==> config.mk <==
export PLATFORM = sky130hd
export DESIGN_NAME = t1_rx_elastic_buffer
export DESIGN_NICKNAME = d
export VERILOG_FILES = /design/src/t1_rx_elastic_pkg.sv /design/src/t1_rx_elastic_buffer.sv
export SDC_FILE = /design/constraint.sdc
export NUM_CORES = 1
export LEC_CHECK = 0
export ABC_AREA = 1
export BUFFER_PORTS_ARGS = -buffer_cell sky130_fd_sc_hd__buf_2
export CELL_PAD_IN_SITES_DETAIL_PLACEMENT = 1
export CELL_PAD_IN_SITES_GLOBAL_PLACEMENT = 1
export CORE_MARGIN = 1
export CORE_UTILIZATION = 40
export CTS_BUF_LIST = sky130_fd_sc_hd__clkbuf_8
export DETAILED_ROUTE_END_ITERATION = 6
export PLACE_DENSITY = 0.74
export SLEW_MARGIN = 25
export SYNTH_ARGS = -nofsm -noshare
export SYNTH_HDL_FRONTEND = slang
export SYNTH_SLANG_ARGS = --single-unit
==> constraint.sdc <==
create_clock -name clk -period 9.3 [get_ports clk]
set_input_delay 0.93 -clock clk [delete_from_list [all_inputs] [get_ports clk]]
set_output_delay 0.93 -clock clk [all_outputs]
set_load 0.01 [all_outputs]
==> src/t1_rx_elastic_pkg.sv <==
// Constants for the receive elastic store: map, field layout, sizes, timing.
package t1_rx_elastic_pkg;
	localparam int ADDR_W = 8;
	localparam int DATA_W = 32;
	localparam logic [ADDR_W-1:0] CTRL_OFFSET = 8'h00;
	localparam logic [ADDR_W-1:0] SLOT_OFFSET_OFFSET = 8'h04;
	localparam logic [ADDR_W-1:0] STATUS_OFFSET = 8'h08;
	localparam logic [ADDR_W-1:0] CLEAR_OFFSET = 8'h0c;
	localparam logic [ADDR_W-1:0] ENABLE_OFFSET = 8'h10;
	localparam logic [ADDR_W-1:0] POINTER_OFFSET = 8'h14;
	// Control register fields
	localparam int RX_SIZE_LSB = 0;
	localparam int TX_SIZE_LSB = 2;
	localparam int TRANSLATE_BIT = 4;
	localparam int JITTER_SEL_BIT = 5;
	localparam logic [5:0] CTRL_RESET = 6'h00;
	// Offset register fields: time slot offset and clock slot offset
	localparam int SLOT_LSB = 3;
	localparam logic [7:0] SLOT_OFFSET_RESET = 8'h00;
	// Status, clear and enable share one layout
	localparam int POS_SLIP_BIT = 0;
	localparam int NEG_SLIP_BIT = 1;
	localparam logic [1:0] STATUS_RESET = 2'h0;
	localparam logic [1:0] ENABLE_RESET = 2'h0;
	// Store size codes
	localparam logic [1:0] SIZE_TWO_FRAMES = 2'b00;
	localparam logic [1:0] SIZE_ONE_FRAME = 2'b01;
	localparam logic [1:0] SIZE_SHORT = 2'b10;
	localparam logic [1:0] SIZE_BYPASS = 2'b11;
	// Store depth in 8-bit words: 386, 193 and 96 bits
	localparam logic [5:0] DEPTH_TWO_FRAMES = 6'd50;
	localparam logic [5:0] DEPTH_ONE_FRAME = 6'd25;
	localparam logic [5:0] DEPTH_SHORT = 6'd12;
	// Read base step per system frame: 25 words modulo depth
	localparam logic [5:0] STEP_TWO_FRAMES = 6'd25;
	localparam logic [5:0] STEP_ONE_FRAME = 6'd0;
	localparam logic [5:0] STEP_SHORT = 6'd1;
	localparam logic [5:0] SLIP_LIMIT = 6'd2;
	localparam logic [7:0] LAST_SYSTEM_BIT = 8'd255;
	localparam logic [7:0] UNEQUIPPED = 8'hff;
	localparam int SYNC_STAGES = 3;
endpackage

==> src/t1_rx_elastic_buffer.sv <==
// Receive elastic store with slip control, slot translation and register port.
//
// Design decisions made here: the strobed register port and the address map.
`timescale 1ns/100ps
`default_nettype none

// Operation
// - Size 00: two-frame store, one frame delay
// - Size 01: one-frame store, 96-bit delay
// - Size 10: 96-bit store, mode 1 unsupported
// - Size 11: store bypassed entirely
// - Receive size held apart from transmit size
// - Route bits packed into words, written circularly
// - Read on system clock, sync plus offsets
// - Bypass: no offsets, route clock drives output
// - Bypass: sync pulse and slot assigner ignored
// - Slip when read nears write pointer
// - Positive slip repeats, negative slip skips
// - Slips except bypass; reposition half-store back
// - Separate positive and negative slip flags
// - 24 channels to 32 slots, spare FF
// - Mode 0: every fourth slot spare
// - Mode 1: channel n in slot n
// - Jitter oscillator clock may drive reading
module t1_rx_elastic_buffer
	import t1_rx_elastic_pkg::*;
(
	input wire logic clk, // System clock, 125 MHz
	input wire logic reset, // Asynchronous, active high
	input wire logic clockEnable, // Freezes all state while low
	input wire logic [t1_rx_elastic_pkg::ADDR_W-1:0] address, // Register byte address
	input wire logic [t1_rx_elastic_pkg::DATA_W-1:0] writeData, // Register write data
	input wire logic writeStrobe, // One-cycle write
	input wire logic readStrobe, // One-cycle read
	output logic [t1_rx_elastic_pkg::DATA_W-1:0] readData, // Valid the cycle after readStrobe
	input wire logic routeClock, // Recovered route clock pin
	input wire logic routeData, // Unipolar received data pin
	input wire logic routeFrameStart, // Framer mark: current bit is framing bit
	input wire logic systemReceiveClock, // Backplane receive clock pin
	input wire logic systemReceiveSyncPulse, // Backplane frame sync pin
	input wire logic rxJitterOscillatorClock, // De-jittered receive clock pin
	output logic receiveSerialOutput, // Serial receive data
	output logic interruptRequest // High while an enabled flag is set
);
	import t1_rx_elastic_pkg::*;

	localparam int PINS = 6;
	localparam int P_RCLK = 0;
	localparam int P_RDATA = 1;
	localparam int P_RFRAME = 2;
	localparam int P_SCLK = 3;
	localparam int P_SYNC = 4;
	localparam int P_JCLK = 5;

	logic [PINS-1:0] pinRaw;
	logic [PINS-1:0] pinLevel_reg;
	logic [PINS-1:0] pinRise;
	logic [5:0] ctrl_reg;
	logic [7:0] slotOffset_reg;
	logic [1:0] status_reg;
	logic [1:0] status_next;
	logic [1:0] enable_reg;
	logic sizeChanged_reg;
	logic [1:0] rxSize;
	logic bypass;
	logic translateMode;
	logic [5:0] depth;
	logic [5:0] frameStep;
	logic [5:0] half;
	logic [7:0] store [0:49];
	logic [5:0] wrPtr_reg;
	logic [5:0] wrPtrInc;
	logic [5:0] wrGray_reg;
	logic [5:0] wrCopy_reg;
	logic [6:0] wrShift_reg;
	logic [2:0] wrBitCount_reg;
	logic [5:0] rdBase_reg;
	logic [7:0] rdBitCount_reg;
	logic [7:0] rdShift_reg;
	logic readEdge;
	logic [4:0] sysSlot;
	logic [5:0] channel;
	logic equipped;
	logic [5:0] rdIndex;
	logic [7:0] rdWord;
	logic [5:0] nextBase;
	logic [5:0] aheadWords;
	logic frameEnd;
	logic posSlip;
	logic negSlip;

	assign pinRaw = {rxJitterOscillatorClock, systemReceiveSyncPulse, systemReceiveClock,
		routeFrameStart, routeData, routeClock};

	function automatic logic [5:0] wrapAdd(input logic [5:0] a, input logic [5:0] b, input logic [5:0] d);
		logic [6:0] s;
		s = {1'b0, a} + {1'b0, b};
		if (s >= {1'b0, d}) begin
			s = s - {1'b0, d};
		end
		return s[5:0];
	endfunction

	function automatic logic [5:0] wrapSub(input logic [5:0] a, input logic [5:0] b, input logic [5:0] d);
		logic [6:0] s;
		s = {1'b0, a} + {1'b0, d} - {1'b0, b};
		if (s >= {1'b0, d}) begin
			s = s - {1'b0, d};
		end
		return s[5:0];
	endfunction

	function automatic logic [5:0] grayToBin(input logic [5:0] g);
		logic [5:0] b;
		b = '0;
		b[5] = g[5];
		for (int i = 4; i >= 0; i--) begin
			b[i] = b[i+1] ^ g[i];
		end
		return b;
	endfunction

	// Three-stage pin sampling; a change counts once stages two and three agree
	genvar gp;
	generate
		for (gp = 0; gp < PINS; gp++) begin : g_pin
			logic [SYNC_STAGES-1:0] stage_reg;
			logic level_reg;
			always_ff @(posedge clk or posedge reset) begin
				if (reset) begin
					stage_reg <= '0;
					level_reg <= 1'b0;
				end else if (clockEnable) begin
					stage_reg <= {stage_reg[SYNC_STAGES-2:0], pinRaw[gp]};
					if (stage_reg[1] == stage_reg[2]) begin
						level_reg <= stage_reg[2];
					end
				end
			end
			// One process per bit owns the level; the vector is only a view
			assign pinLevel_reg[gp] = level_reg;
			assign pinRise[gp] = clockEnable && (stage_reg[1] == stage_reg[2]) && stage_reg[2] && !pinLevel_reg[gp];
		end
	endgenerate

	// Mode decode
	assign rxSize = ctrl_reg[RX_SIZE_LSB +: 2];
	assign bypass = (rxSize == SIZE_BYPASS);
	assign translateMode = ctrl_reg[TRANSLATE_BIT] && (rxSize != SIZE_SHORT);

	always_comb begin
		case (rxSize)
			SIZE_ONE_FRAME: begin
				depth = DEPTH_ONE_FRAME;
				frameStep = STEP_ONE_FRAME;
			end
			SIZE_SHORT: begin
				depth = DEPTH_SHORT;
				frameStep = STEP_SHORT;
			end
			default: begin
				depth = DEPTH_TWO_FRAMES;
				frameStep = STEP_TWO_FRAMES;
			end
		endcase
	end
	assign half = {1'b0, depth[5:1]};

	// Register writes
	always_ff @(posedge clk or posedge reset) begin
		if (reset) begin
			ctrl_reg <= CTRL_RESET;
			slotOffset_reg <= SLOT_OFFSET_RESET;
			enable_reg <= ENABLE_RESET;
			sizeChanged_reg <= 1'b0;
		end else if (clockEnable) begin
			sizeChanged_reg <= 1'b0;
			if (writeStrobe) begin
				if (address == CTRL_OFFSET) begin
					ctrl_reg <= writeData[5:0];
					sizeChanged_reg <= (writeData[RX_SIZE_LSB +: 2] != rxSize);
				end else if (address == SLOT_OFFSET_OFFSET) begin
					slotOffset_reg <= writeData[7:0];
				end else if (address == ENABLE_OFFSET) begin
					enable_reg <= writeData[1:0];
				end
			end
		end
	end

	// Register reads, answered the cycle after the strobe
	always_ff @(posedge clk or posedge reset) begin
		if (reset) begin
			readData <= '0;
		end else if (clockEnable) begin
			readData <= '0;
			if (readStrobe) begin
				if (address == CTRL_OFFSET) begin
					readData <= {26'h0, ctrl_reg};
				end else if (address == SLOT_OFFSET_OFFSET) begin
					readData <= {24'h0, slotOffset_reg};
				end else if (address == STATUS_OFFSET) begin
					readData <= {30'h0, status_reg};
				end else if (address == ENABLE_OFFSET) begin
					readData <= {30'h0, enable_reg};
				end else if (address == POINTER_OFFSET) begin
					readData <= {18'h0, rdBitCount_reg, rdBase_reg};
				end
			end
		end
	end

	// Write side: bits packed into slot words on the route clock
	assign wrPtrInc = wrapAdd(wrPtr_reg, 6'd1, depth);
	always_ff @(posedge clk or posedge reset) begin
		if (reset) begin
			wrPtr_reg <= '0;
			wrGray_reg <= '0;
			wrShift_reg <= '0;
			wrBitCount_reg <= '0;
		end else if (clockEnable) begin
			if (sizeChanged_reg) begin
				wrPtr_reg <= '0;
				wrGray_reg <= '0;
				wrBitCount_reg <= '0;
			end else if (pinRise[P_RCLK] && !bypass) begin
				if (pinLevel_reg[P_RFRAME]) begin
					wrPtr_reg <= wrPtrInc;
					wrGray_reg <= wrPtrInc ^ (wrPtrInc >> 1);
					wrBitCount_reg <= '0;
				end else begin
					wrShift_reg <= {wrShift_reg[5:0], pinLevel_reg[P_RDATA]};
					wrBitCount_reg <= wrBitCount_reg + 3'd1;
					if (wrBitCount_reg == 3'd7) begin
						wrPtr_reg <= wrPtrInc;
						wrGray_reg <= wrPtrInc ^ (wrPtrInc >> 1);
					end
				end
			end
		end
	end

	// Store words; framing bit word padded with ones
	always_ff @(posedge clk) begin
		if (clockEnable && pinRise[P_RCLK] && !bypass && !sizeChanged_reg) begin
			if (pinLevel_reg[P_RFRAME]) begin
				store[wrPtr_reg] <= {pinLevel_reg[P_RDATA], 7'h7f};
			end else if (wrBitCount_reg == 3'd7) begin
				store[wrPtr_reg] <= {wrShift_reg, pinLevel_reg[P_RDATA]};
			end
		end
	end

	// Read side sees only the gray copy, decoded before registering
	always_ff @(posedge clk or posedge reset) begin
		if (reset) begin
			wrCopy_reg <= '0;
		end else if (clockEnable) begin
			wrCopy_reg <= grayToBin(wrGray_reg);
		end
	end

	// Slot translation
	assign readEdge = ctrl_reg[JITTER_SEL_BIT] ? pinRise[P_JCLK] : pinRise[P_SCLK];
	assign sysSlot = rdBitCount_reg[7:3];
	always_comb begin
		channel = '0;
		equipped = 1'b1;
		if (translateMode) begin
			if (sysSlot > 5'd24) begin
				equipped = 1'b0;
			end else begin
				channel = {1'b0, sysSlot};
			end
		end else if (sysSlot != 5'd0 && sysSlot[1:0] == 2'b00) begin
			equipped = 1'b0;
		end else begin
			channel = {1'b0, sysSlot} - {3'b0, sysSlot[4:2]};
		end
	end
	assign rdIndex = wrapAdd(rdBase_reg, (channel >= depth) ? channel - depth : channel, depth);
	assign rdWord = equipped ? store[rdIndex] : UNEQUIPPED;

	// Slip check at each system frame end
	assign frameEnd = readEdge && (rdBitCount_reg == LAST_SYSTEM_BIT) && !bypass;
	assign nextBase = wrapAdd(rdBase_reg, frameStep, depth);
	assign aheadWords = wrapSub(wrCopy_reg, nextBase, depth);
	assign posSlip = frameEnd && (aheadWords < SLIP_LIMIT);
	assign negSlip = frameEnd && !posSlip && (aheadWords > depth - SLIP_LIMIT);

	always_ff @(posedge clk or posedge reset) begin
		if (reset) begin
			rdBase_reg <= '0;
		end else if (clockEnable) begin
			if (sizeChanged_reg) begin
				rdBase_reg <= '0;
			end else if (posSlip || negSlip) begin
				rdBase_reg <= wrapSub(wrCopy_reg, half, depth);
			end else if (frameEnd) begin
				rdBase_reg <= nextBase;
			end
		end
	end

	// Read bit counter, realigned by the sync pulse plus offsets
	always_ff @(posedge clk or posedge reset) begin
		if (reset) begin
			rdBitCount_reg <= '0;
		end else if (clockEnable && !bypass) begin
			if (pinRise[P_SYNC]) begin
				rdBitCount_reg <= {slotOffset_reg[SLOT_LSB +: 5], slotOffset_reg[2:0]};
			end else if (readEdge) begin
				rdBitCount_reg <= rdBitCount_reg + 8'd1;
			end
		end
	end

	// Serializer; bypass passes route data straight on the route clock
	always_ff @(posedge clk or posedge reset) begin
		if (reset) begin
			rdShift_reg <= UNEQUIPPED;
			receiveSerialOutput <= 1'b1;
		end else if (clockEnable) begin
			if (bypass) begin
				if (pinRise[P_RCLK]) begin
					receiveSerialOutput <= pinLevel_reg[P_RDATA];
				end
			end else if (readEdge) begin
				if (rdBitCount_reg[2:0] == 3'd0) begin
					receiveSerialOutput <= rdWord[7];
					rdShift_reg <= {rdWord[6:0], 1'b1};
				end else begin
					receiveSerialOutput <= rdShift_reg[7];
					rdShift_reg <= {rdShift_reg[6:0], 1'b1};
				end
			end
		end
	end

	// Sticky slip flags; a new event wins over a clear in the same cycle
	always_comb begin
		status_next = status_reg;
		if (writeStrobe && address == CLEAR_OFFSET) begin
			status_next = status_reg & ~writeData[1:0];
		end
		if (posSlip) begin
			status_next[POS_SLIP_BIT] = 1'b1;
		end
		if (negSlip) begin
			status_next[NEG_SLIP_BIT] = 1'b1;
		end
	end

	always_ff @(posedge clk or posedge reset) begin
		if (reset) begin
			status_reg <= STATUS_RESET;
			interruptRequest <= 1'b0;
		end else if (clockEnable) begin
			status_reg <= status_next;
			interruptRequest <= |(status_next & enable_reg);
		end
	end
endmodule

`default_nettype wire

After elaboration in Yosys (flattened, before gate mapping). Memories as Yosys holds them, arrays and structs flattened. Index checks and enable logic that the tools add are counted.

Bits of input ports: 51. Logic and storage cells: 203. Output and inout bits: 34. Bits in writable memories: 400. Memories: 1. Bits in registers: 127.

Reductions and logical operators: 59. Magnitude comparators: 9. Mux-type cells: 56. Equal/unequal tests: 19. Bitwise operators: 15. Add/subtract/negate cells: 16.

Memories: store (depth 50, width 8, read ports 1, clocked after Yosys merged registers in 0, write ports 1, RTL line t1_rx_elastic_buffer.sv:70) `logic [7:0] store [0:49];`.

Operators with widths (number): $mux W6 (19); $mux W14 (6); $mux W8 (5); $sub A6 B6 Y6 (6); $ge A7 B6 Y1 (5); $logic_and A1 B1 Y1 (25); $mux W1 (19); $reduce_and A2 Y1 (9); $eq A8 B4 Y1 const B (2); $eq A8 B5 Y1 const B (2); $add A6 B6 Y7 (2); $pmux W6 S2 (1); $reduce_and A3 Y1 (4); $pmux W5 S2 (1); $mux W3 (3); $add A8 B1 Y8 const B (1); $eq A8 B3 Y1 const B (1); $eq A8 B8 Y1 const B (1); $logic_not A8 Y1 (1); $reduce_and A4 Y1 (2); $add A6 B1 Y7 const B (1); $add A6 B5 Y7 (1); $logic_not A1 Y1 (7); $sub A7 B5 Y7 (1); 30 further kinds (49).

Logic depth before layout (Yosys ltp).
Depth in word-level cells: 16. Gate-level depth with buffers: 50. Depth with buffers taken out: 47.

Worst setup path after synthesis. Ideal clock, no wire load.

Path kind: register -> register. Start: register ctrl_reg[0]. End: register rdBase_reg[0]. Setup time: 0.117 ns. Data required time: 9.183 ns. Period minus slack after synthesis: 6.327 ns. Arrival: 6.210 ns. Setup slack: 2.973 ns. Buffers on the path: 4. Cell stages (with the launch flop): 42. Cell sequence: dfrtp_1 -> inv_1 -> ha_1 -> buf_4 -> buf_2 -> buf_1 -> nand2_1 -> nand2_1 -> or2_2 -> nand2_1 -> inv_1 -> ha_1 -> inv_1 -> nor3_1 -> nor2_1 -> o21ai_0 -> nand2_1 -> nand3_1 -> [... 6 more ...] -> ha_1 -> nand2_1 -> nor2_1 -> a211oi_1 -> o21ai_0 -> a21o_1 -> nand2_1 -> nand2_1 -> mux2_2 -> ha_1 -> nand3_1 -> nor2_1 -> nor2_1 -> nand2_2 -> nand2_2 -> nand2_1 -> nand3_1 -> nand2_1.

Cells in the longest elaborated chain, start to end: 16. Elaborated cells on any way between the ends: 33. Those cells by class: 8 x add/sub; 5 x order compare; 3 x eq/ne; 8 x mux; 9 x reduce/logical.

RTL lines: start, declared (RTL line t1_rx_elastic_buffer.sv:58) `logic [5:0] ctrl_reg;`; start signal, assigned (RTL line t1_rx_elastic_buffer.sv:180) `ctrl_reg <= writeData[5:0];`; $eq A2 B2 Y1 / $eq A2 B1 Y1 (equally long branches) (RTL line t1_rx_elastic_buffer.sv:152) `case (rxSize)`; $pmux W5 S2 (RTL line t1_rx_elastic_buffer.sv:152); $add A6 B5 Y7 (RTL line t1_rx_elastic_buffer.sv:97) `s = {1'b0, a} + {1'b0, b};`; $sub A6 B6 Y6 / $ge A7 B6 Y1 (equally long branches) (RTL line t1_rx_elastic_buffer.sv:99, t1_rx_elastic_buffer.sv:98); $mux W6 (RTL line t1_rx_elastic_buffer.sv:98) `if (s >= {1'b0, d}) begin`; $sub A7 B6 Y7 (RTL line t1_rx_elastic_buffer.sv:106) `s = {1'b0, a} + {1'b0, d} - {1'b0, b};`; $sub A6 B6 Y6 / $ge A7 B6 Y1 (equally long branches) (RTL line t1_rx_elastic_buffer.sv:108, t1_rx_elastic_buffer.sv:107); $mux W6 (RTL line t1_rx_elastic_buffer.sv:107) `if (s >= {1'b0, d}) begin`; $lt A6 B2 Y1 (RTL line t1_rx_elastic_buffer.sv:288) `assign posSlip = frameEnd && (aheadWords < SLIP_LIMIT);`; $logic_and A1 B1 Y1 (RTL line t1_rx_elastic_buffer.sv:288); $logic_not A1 Y1 (RTL line t1_rx_elastic_buffer.sv:289) `assign negSlip = frameEnd && !posSlip && (aheadWords > depth - SLIP_LIMIT);`; $logic_and A1 B1 Y1 (2 in a row) (RTL line t1_rx_elastic_buffer.sv:289); $logic_or A1 B1 Y1 (RTL line t1_rx_elastic_buffer.sv:297) `end else if (posSlip || negSlip) begin`; $reduce_bool A3 Y1 (no source line) / $mux W6 (equally long branches); $reduce_and A2 Y1 (no source line) / $mux W6 (equally long branches); end signal, assigned (RTL line t1_rx_elastic_buffer.sv:298) `rdBase_reg <= wrapSub(wrCopy_reg, half, depth);`; end signal, assigned (RTL line t1_rx_elastic_buffer.sv:300) `rdBase_reg <= nextBase;`; end, declared (RTL line t1_rx_elastic_buffer.sv:77) `logic [5:0] rdBase_reg;`.

Several ways; a longest one is shown, not always the timed one. The select of a mux whose other input is x is not followed. A chain may end at the register's enable or synchronous reset.

Final worst setup path.
Start: register ctrl_reg[0]. End: register receiveSerialOutput.

Cells in the longest elaborated chain, start to end: 13. Elaborated cells on any way between the ends: 23. Those cells by class: 3 x add/sub; 2 x order compare; 5 x eq/ne; 9 x mux; 3 x reduce/logical; 1 x memory.

RTL lines: $ne A2 B2 Y1 (RTL line t1_rx_elastic_buffer.sv:149) `assign translateMode = ctrl_reg[TRANSLATE_BIT] && (rxSize != SIZE_SHORT);`; $logic_and A1 B1 Y1 (RTL line t1_rx_elastic_buffer.sv:149); $mux W6 (RTL line t1_rx_elastic_buffer.sv:269) `if (translateMode) begin`; $sub A6 B6 Y6 / $ge A6 B6 Y1 (equally long branches) (RTL line t1_rx_elastic_buffer.sv:281) `assign rdIndex = wrapAdd(rdBase_reg, (channel >= depth) ? channel - depth : channel, depth);`; $mux W6 (RTL line t1_rx_elastic_buffer.sv:281); $add A6 B6 Y7 (RTL line t1_rx_elastic_buffer.sv:97); $sub A6 B6 Y6 / $ge A7 B6 Y1 (equally long branches) (RTL line t1_rx_elastic_buffer.sv:99, t1_rx_elastic_buffer.sv:98); $mux W6 (RTL line t1_rx_elastic_buffer.sv:98); $mem_v2 Z50 W8; $mux W8 (RTL line t1_rx_elastic_buffer.sv:282) `assign rdWord = equipped ? store[rdIndex] : UNEQUIPPED;`; $mux W1 (RTL line t1_rx_elastic_buffer.sv:329) `if (rdBitCount_reg[2:0] == 3'd0) begin`; $mux W1 (RTL line t1_rx_elastic_buffer.sv:328) `end else if (readEdge) begin`; $mux W1 (RTL line t1_rx_elastic_buffer.sv:324) `if (bypass) begin`; end signal, assigned (RTL line t1_rx_elastic_buffer.sv:326) `receiveSerialOutput <= pinLevel_reg[P_RDATA];`; end signal, assigned (RTL line t1_rx_elastic_buffer.sv:330) `receiveSerialOutput <= rdWord[7];`; end signal, assigned (RTL line t1_rx_elastic_buffer.sv:333) `receiveSerialOutput <= rdShift_reg[7];`; end, declared (RTL line t1_rx_elastic_buffer.sv:42) `output logic receiveSerialOutput,`.

Several ways; a longest one is shown, not always the timed one. The select of a mux whose other input is x is not followed.

==> results.py <==
metrics = {
    "outcome": {
        "run_status": "complete, no violations",
    },
    "clock_network": {
        "numCtsBuffers": 83,
        "htree_levels": 3,
        "clk_pin_slew_worst_paths_ns": 0.07,
        "cts-root-buf": "clkbuf_8",
        "postCtsSetupRepairBufs": 0,
        "ctsResizeCount": 0,
        "cts_buffer_depth": 3,
        "cts_tree": "built",
        "cts_hold_buf": 0,
        "clk_latency_ns": 0.68,
        "cts.sinks": 507,
    },
    "worst_setup_path": {
        "worst_ep_arrival_time_ns": 8.64,
        "max_stage_delay_ns": 0.51,
        "rr_worst_depth": 46,
        "start_kind": "flop",
        "crit_top_cell": "nand2_1",
        "critPathRequiredTime_ns": 9.90,
        "path_class": "flop to flop",
        "rrSetupSlack_ns": 1.26,
        "end_kind": "flop",
        "cpMaxStageDelayCell": "nand2_4",
        "r2r_end": "receiveSerialOutput",
        "worstReg2RegStart": "ctrl_reg[0]",
        "worstPathMaxFanout": 50,
    },
    "logic_synthesis": {
        "synth_edf_count": 400,
        "synth_ff_type": "edfxtp_1",
        "synth.distinct_cells": 58,
        "yosysSeqAreaShare_pct": 59.2,
        "yosysTopAreaCellShare_pct": 48.4,
        "ys_ff_latch": 507,
        "netlist_area_sq_um": 24800,
        "yosysWarnings": 0,
        "async_reset_ff_share_pct": 21.1,
        "synthCells": 2504,
        "avgSynthCellArea_sq_um": 9.91,
        "synth.most_common_cell": "nand2_1",
        "synthTopCellsByCount": "nand2_1 (532), edfxtp_1 (400), o21ai_0 (254)",
        "yosys-top-cells-area": "edfxtp_1 (48%), dfrtp_1 (10%), nand2_1 (8.0%)",
        "synth_largest_area_cell": "edfxtp_1",
    },
    "final_layout": {
        "nets": 2683,
        "final_util_pct": 45.0,
        "largest_reg_flops": 400,
        "drive_gt1_share_pct": 8.88,
        "syn_to_final_growth_pct": 10.4,
        "nFillCells": 6873,
        "insertedDiodeCount": 0,
    },
    "job": {
        "max_cap_violations": 0,
    },
    "timing": {
        "finalHoldViolations": 0,
        "fin_crit_ns": 8.04,
        "rsz0062_at_grt": "false",
        "finClkSkew_ns": 0.0268,
        "timing.fmax_mhz": 124,
        "tightest_slew_ns": 1.13,
        "report.final.slew_viol_count": 0,
        "setup_tns_ns": 0,
        "setup_viol": 0,
        "finalCritPeriodShare_pct": 86.4,
        "maxSlewHeadroom_pct": 24.5,
    },
    "global_routing": {
        "antenna_found_initial": 0,
        "grt-ovfl-total": 0,
        "grt_pass1_wl_microns": 110000,
        "grt_max_degree": 97,
        "first_global_vias": 19600,
        "grt_usage_pct": 22.3,
    },
    "route": {
        "vias": 18600,
        "wirelength_microns": 69500,
        "drtAntennaViolNets": 0,
        "routedWlPerCell_microns": 20.4,
        "routed_via_density": 5.46,
        "drt-pass1-iter-count": 5,
        "drc": 0,
        "drt_iter0_drc": 1222,
    },
    "worst_hold_path": {
        "worstHoldPathType": "input port to asynchronous set/reset pin",
    },
    "floorplan": {
        "io_pins": 85,
        "die-area_sq_um": 63000,
        "die_h_microns": 251,
        "initial_core_util_pct": 40.8,
        "dieWidth_microns": 251,
        "num_rows": 90,
        "core_sq_um": 60800,
    },
    "placed_design": {
        "post-dp-hpwl_microns": 44300,
        "port_buffers": 42,
        "gp_congestion": 0.825,
    },
    "pwr": {
        "pwr_density_cell_nw_per_um2": 230,
        "p_leak_nw": 12.1,
        "vdd_drop_max_uv": 107,
    },
}
layout by cell type, fill, tap and decap left out, types with 42 or more instances in the layout:
cell and n:
nand2_1 527, edfxtp_1 400, inv_1 268, o21ai_0 253, nand3_1 234, nor2_1 194
dfrtp_1 99, clkbuf_8 93, ha_1 69, o21bai_1 66, o211ai_1 54, a21oi_1 47
buf_2 42
stage by stage:
step,instance area (sq um),setup slack [ns],std cells,total power [mW],hold WS [ns]
after floorplan,24900,2.97,2521,3.91,0.442
after global placement,25800,1.57,3255,4.37,0.454
after detailed placement,25800,1.38,3255,4.46,0.461
after CTS,27400,1.36,3406,6.34,0.309
after global routing,27400,0.576,3406,6.65,0.345
final,27400,1.26,3406,6.30,0.331
kinds of logic (layout without fill, tap and decap cells):
group / Yosys count / count (layout) / synth area share, %
xor+xnor: 44 / 44 / 1.55
fa+ha+maj: 74 / 74 / 3.88
mux: 2 / 2 / 0.0908
buf+inv: 367 / 470 / 6.30
flops: 507 / 507 / 59.2
simple gates: 1014 / 1014 / 17.1
compound gates: 495 / 495 / 11.8
other cells: 1 / 18 / 0.0151
how the worst max path moves through the flow:
stage / startpoint / to / slack [ns] / cells past startpoint
3_3_place_gp: ctrl_reg[0] / receiveSerialOutput / 1.57 / 46
2_1_floorplan: ctrl_reg[0] / rdBase_reg[0] / 2.97 / 41
6_report: ctrl_reg[0] / receiveSerialOutput / 1.26 / 46
3_5_place_dp: ctrl_reg[0] / rdShift_reg[6] / 1.38 / 46
5_1_grt: rdBitCount_reg[7] / receiveSerialOutput / 0.58 / 44
4_1_cts: ctrl_reg[0] / rdShift_reg[6] / 1.36 / 46
final cells by class:
| type | count | area, sq um | area share, % |
|---|---|---|---|
| tap | 782 | 978 | 3.57 |
| multi-input combinational | 1647 | 8710 | 31.8 |
| timing repair buffer | 74 | 526 | 1.92 |
| clock inverter | 58 | 277 | 1.01 |
| sequential | 507 | 14700 | 53.7 |
| inverter | 245 | 925 | 3.38 |
| clock buffer | 93 | 1280 | 4.67 |
where the power goes:
group | leakage (nW) | switching (mW) | internal, mW
sequential | 5.91 | 0.0392 | 2.48
clock | 0.906 | 0.923 | 0.946
combinational | 5.29 | 1.29 | 0.631
total | 12.1 | 2.25 | 4.05
layer usage:
layer / track usage [%] / up-vias / part of all wire, % / wire [microns]
li1: - / 8705 / - / -
met1: 29.4 / 9371 / 44 / 30700
met2: 37.8 / 424 / 49 / 34300
met3: 3.44 / 112 / 4.4 / 3050
met4: 6.57 / 0 / 2.2 / 1530
met5: 0 / - / 0 / 0
critical path, delay by kind of cell, from the launching register on:
family | cells | cell delay [ns]
AO/OA/AOI/OAI | 6 | 1.00
AND/OR/NAND/NOR | 27 | 4.01
buffers and inverters | 7 | 0.83
adder cells (fa/ha/maj) | 6 | 1.60
flip-flops | 1 | 0.48
(Power assumes the default switching activity.)
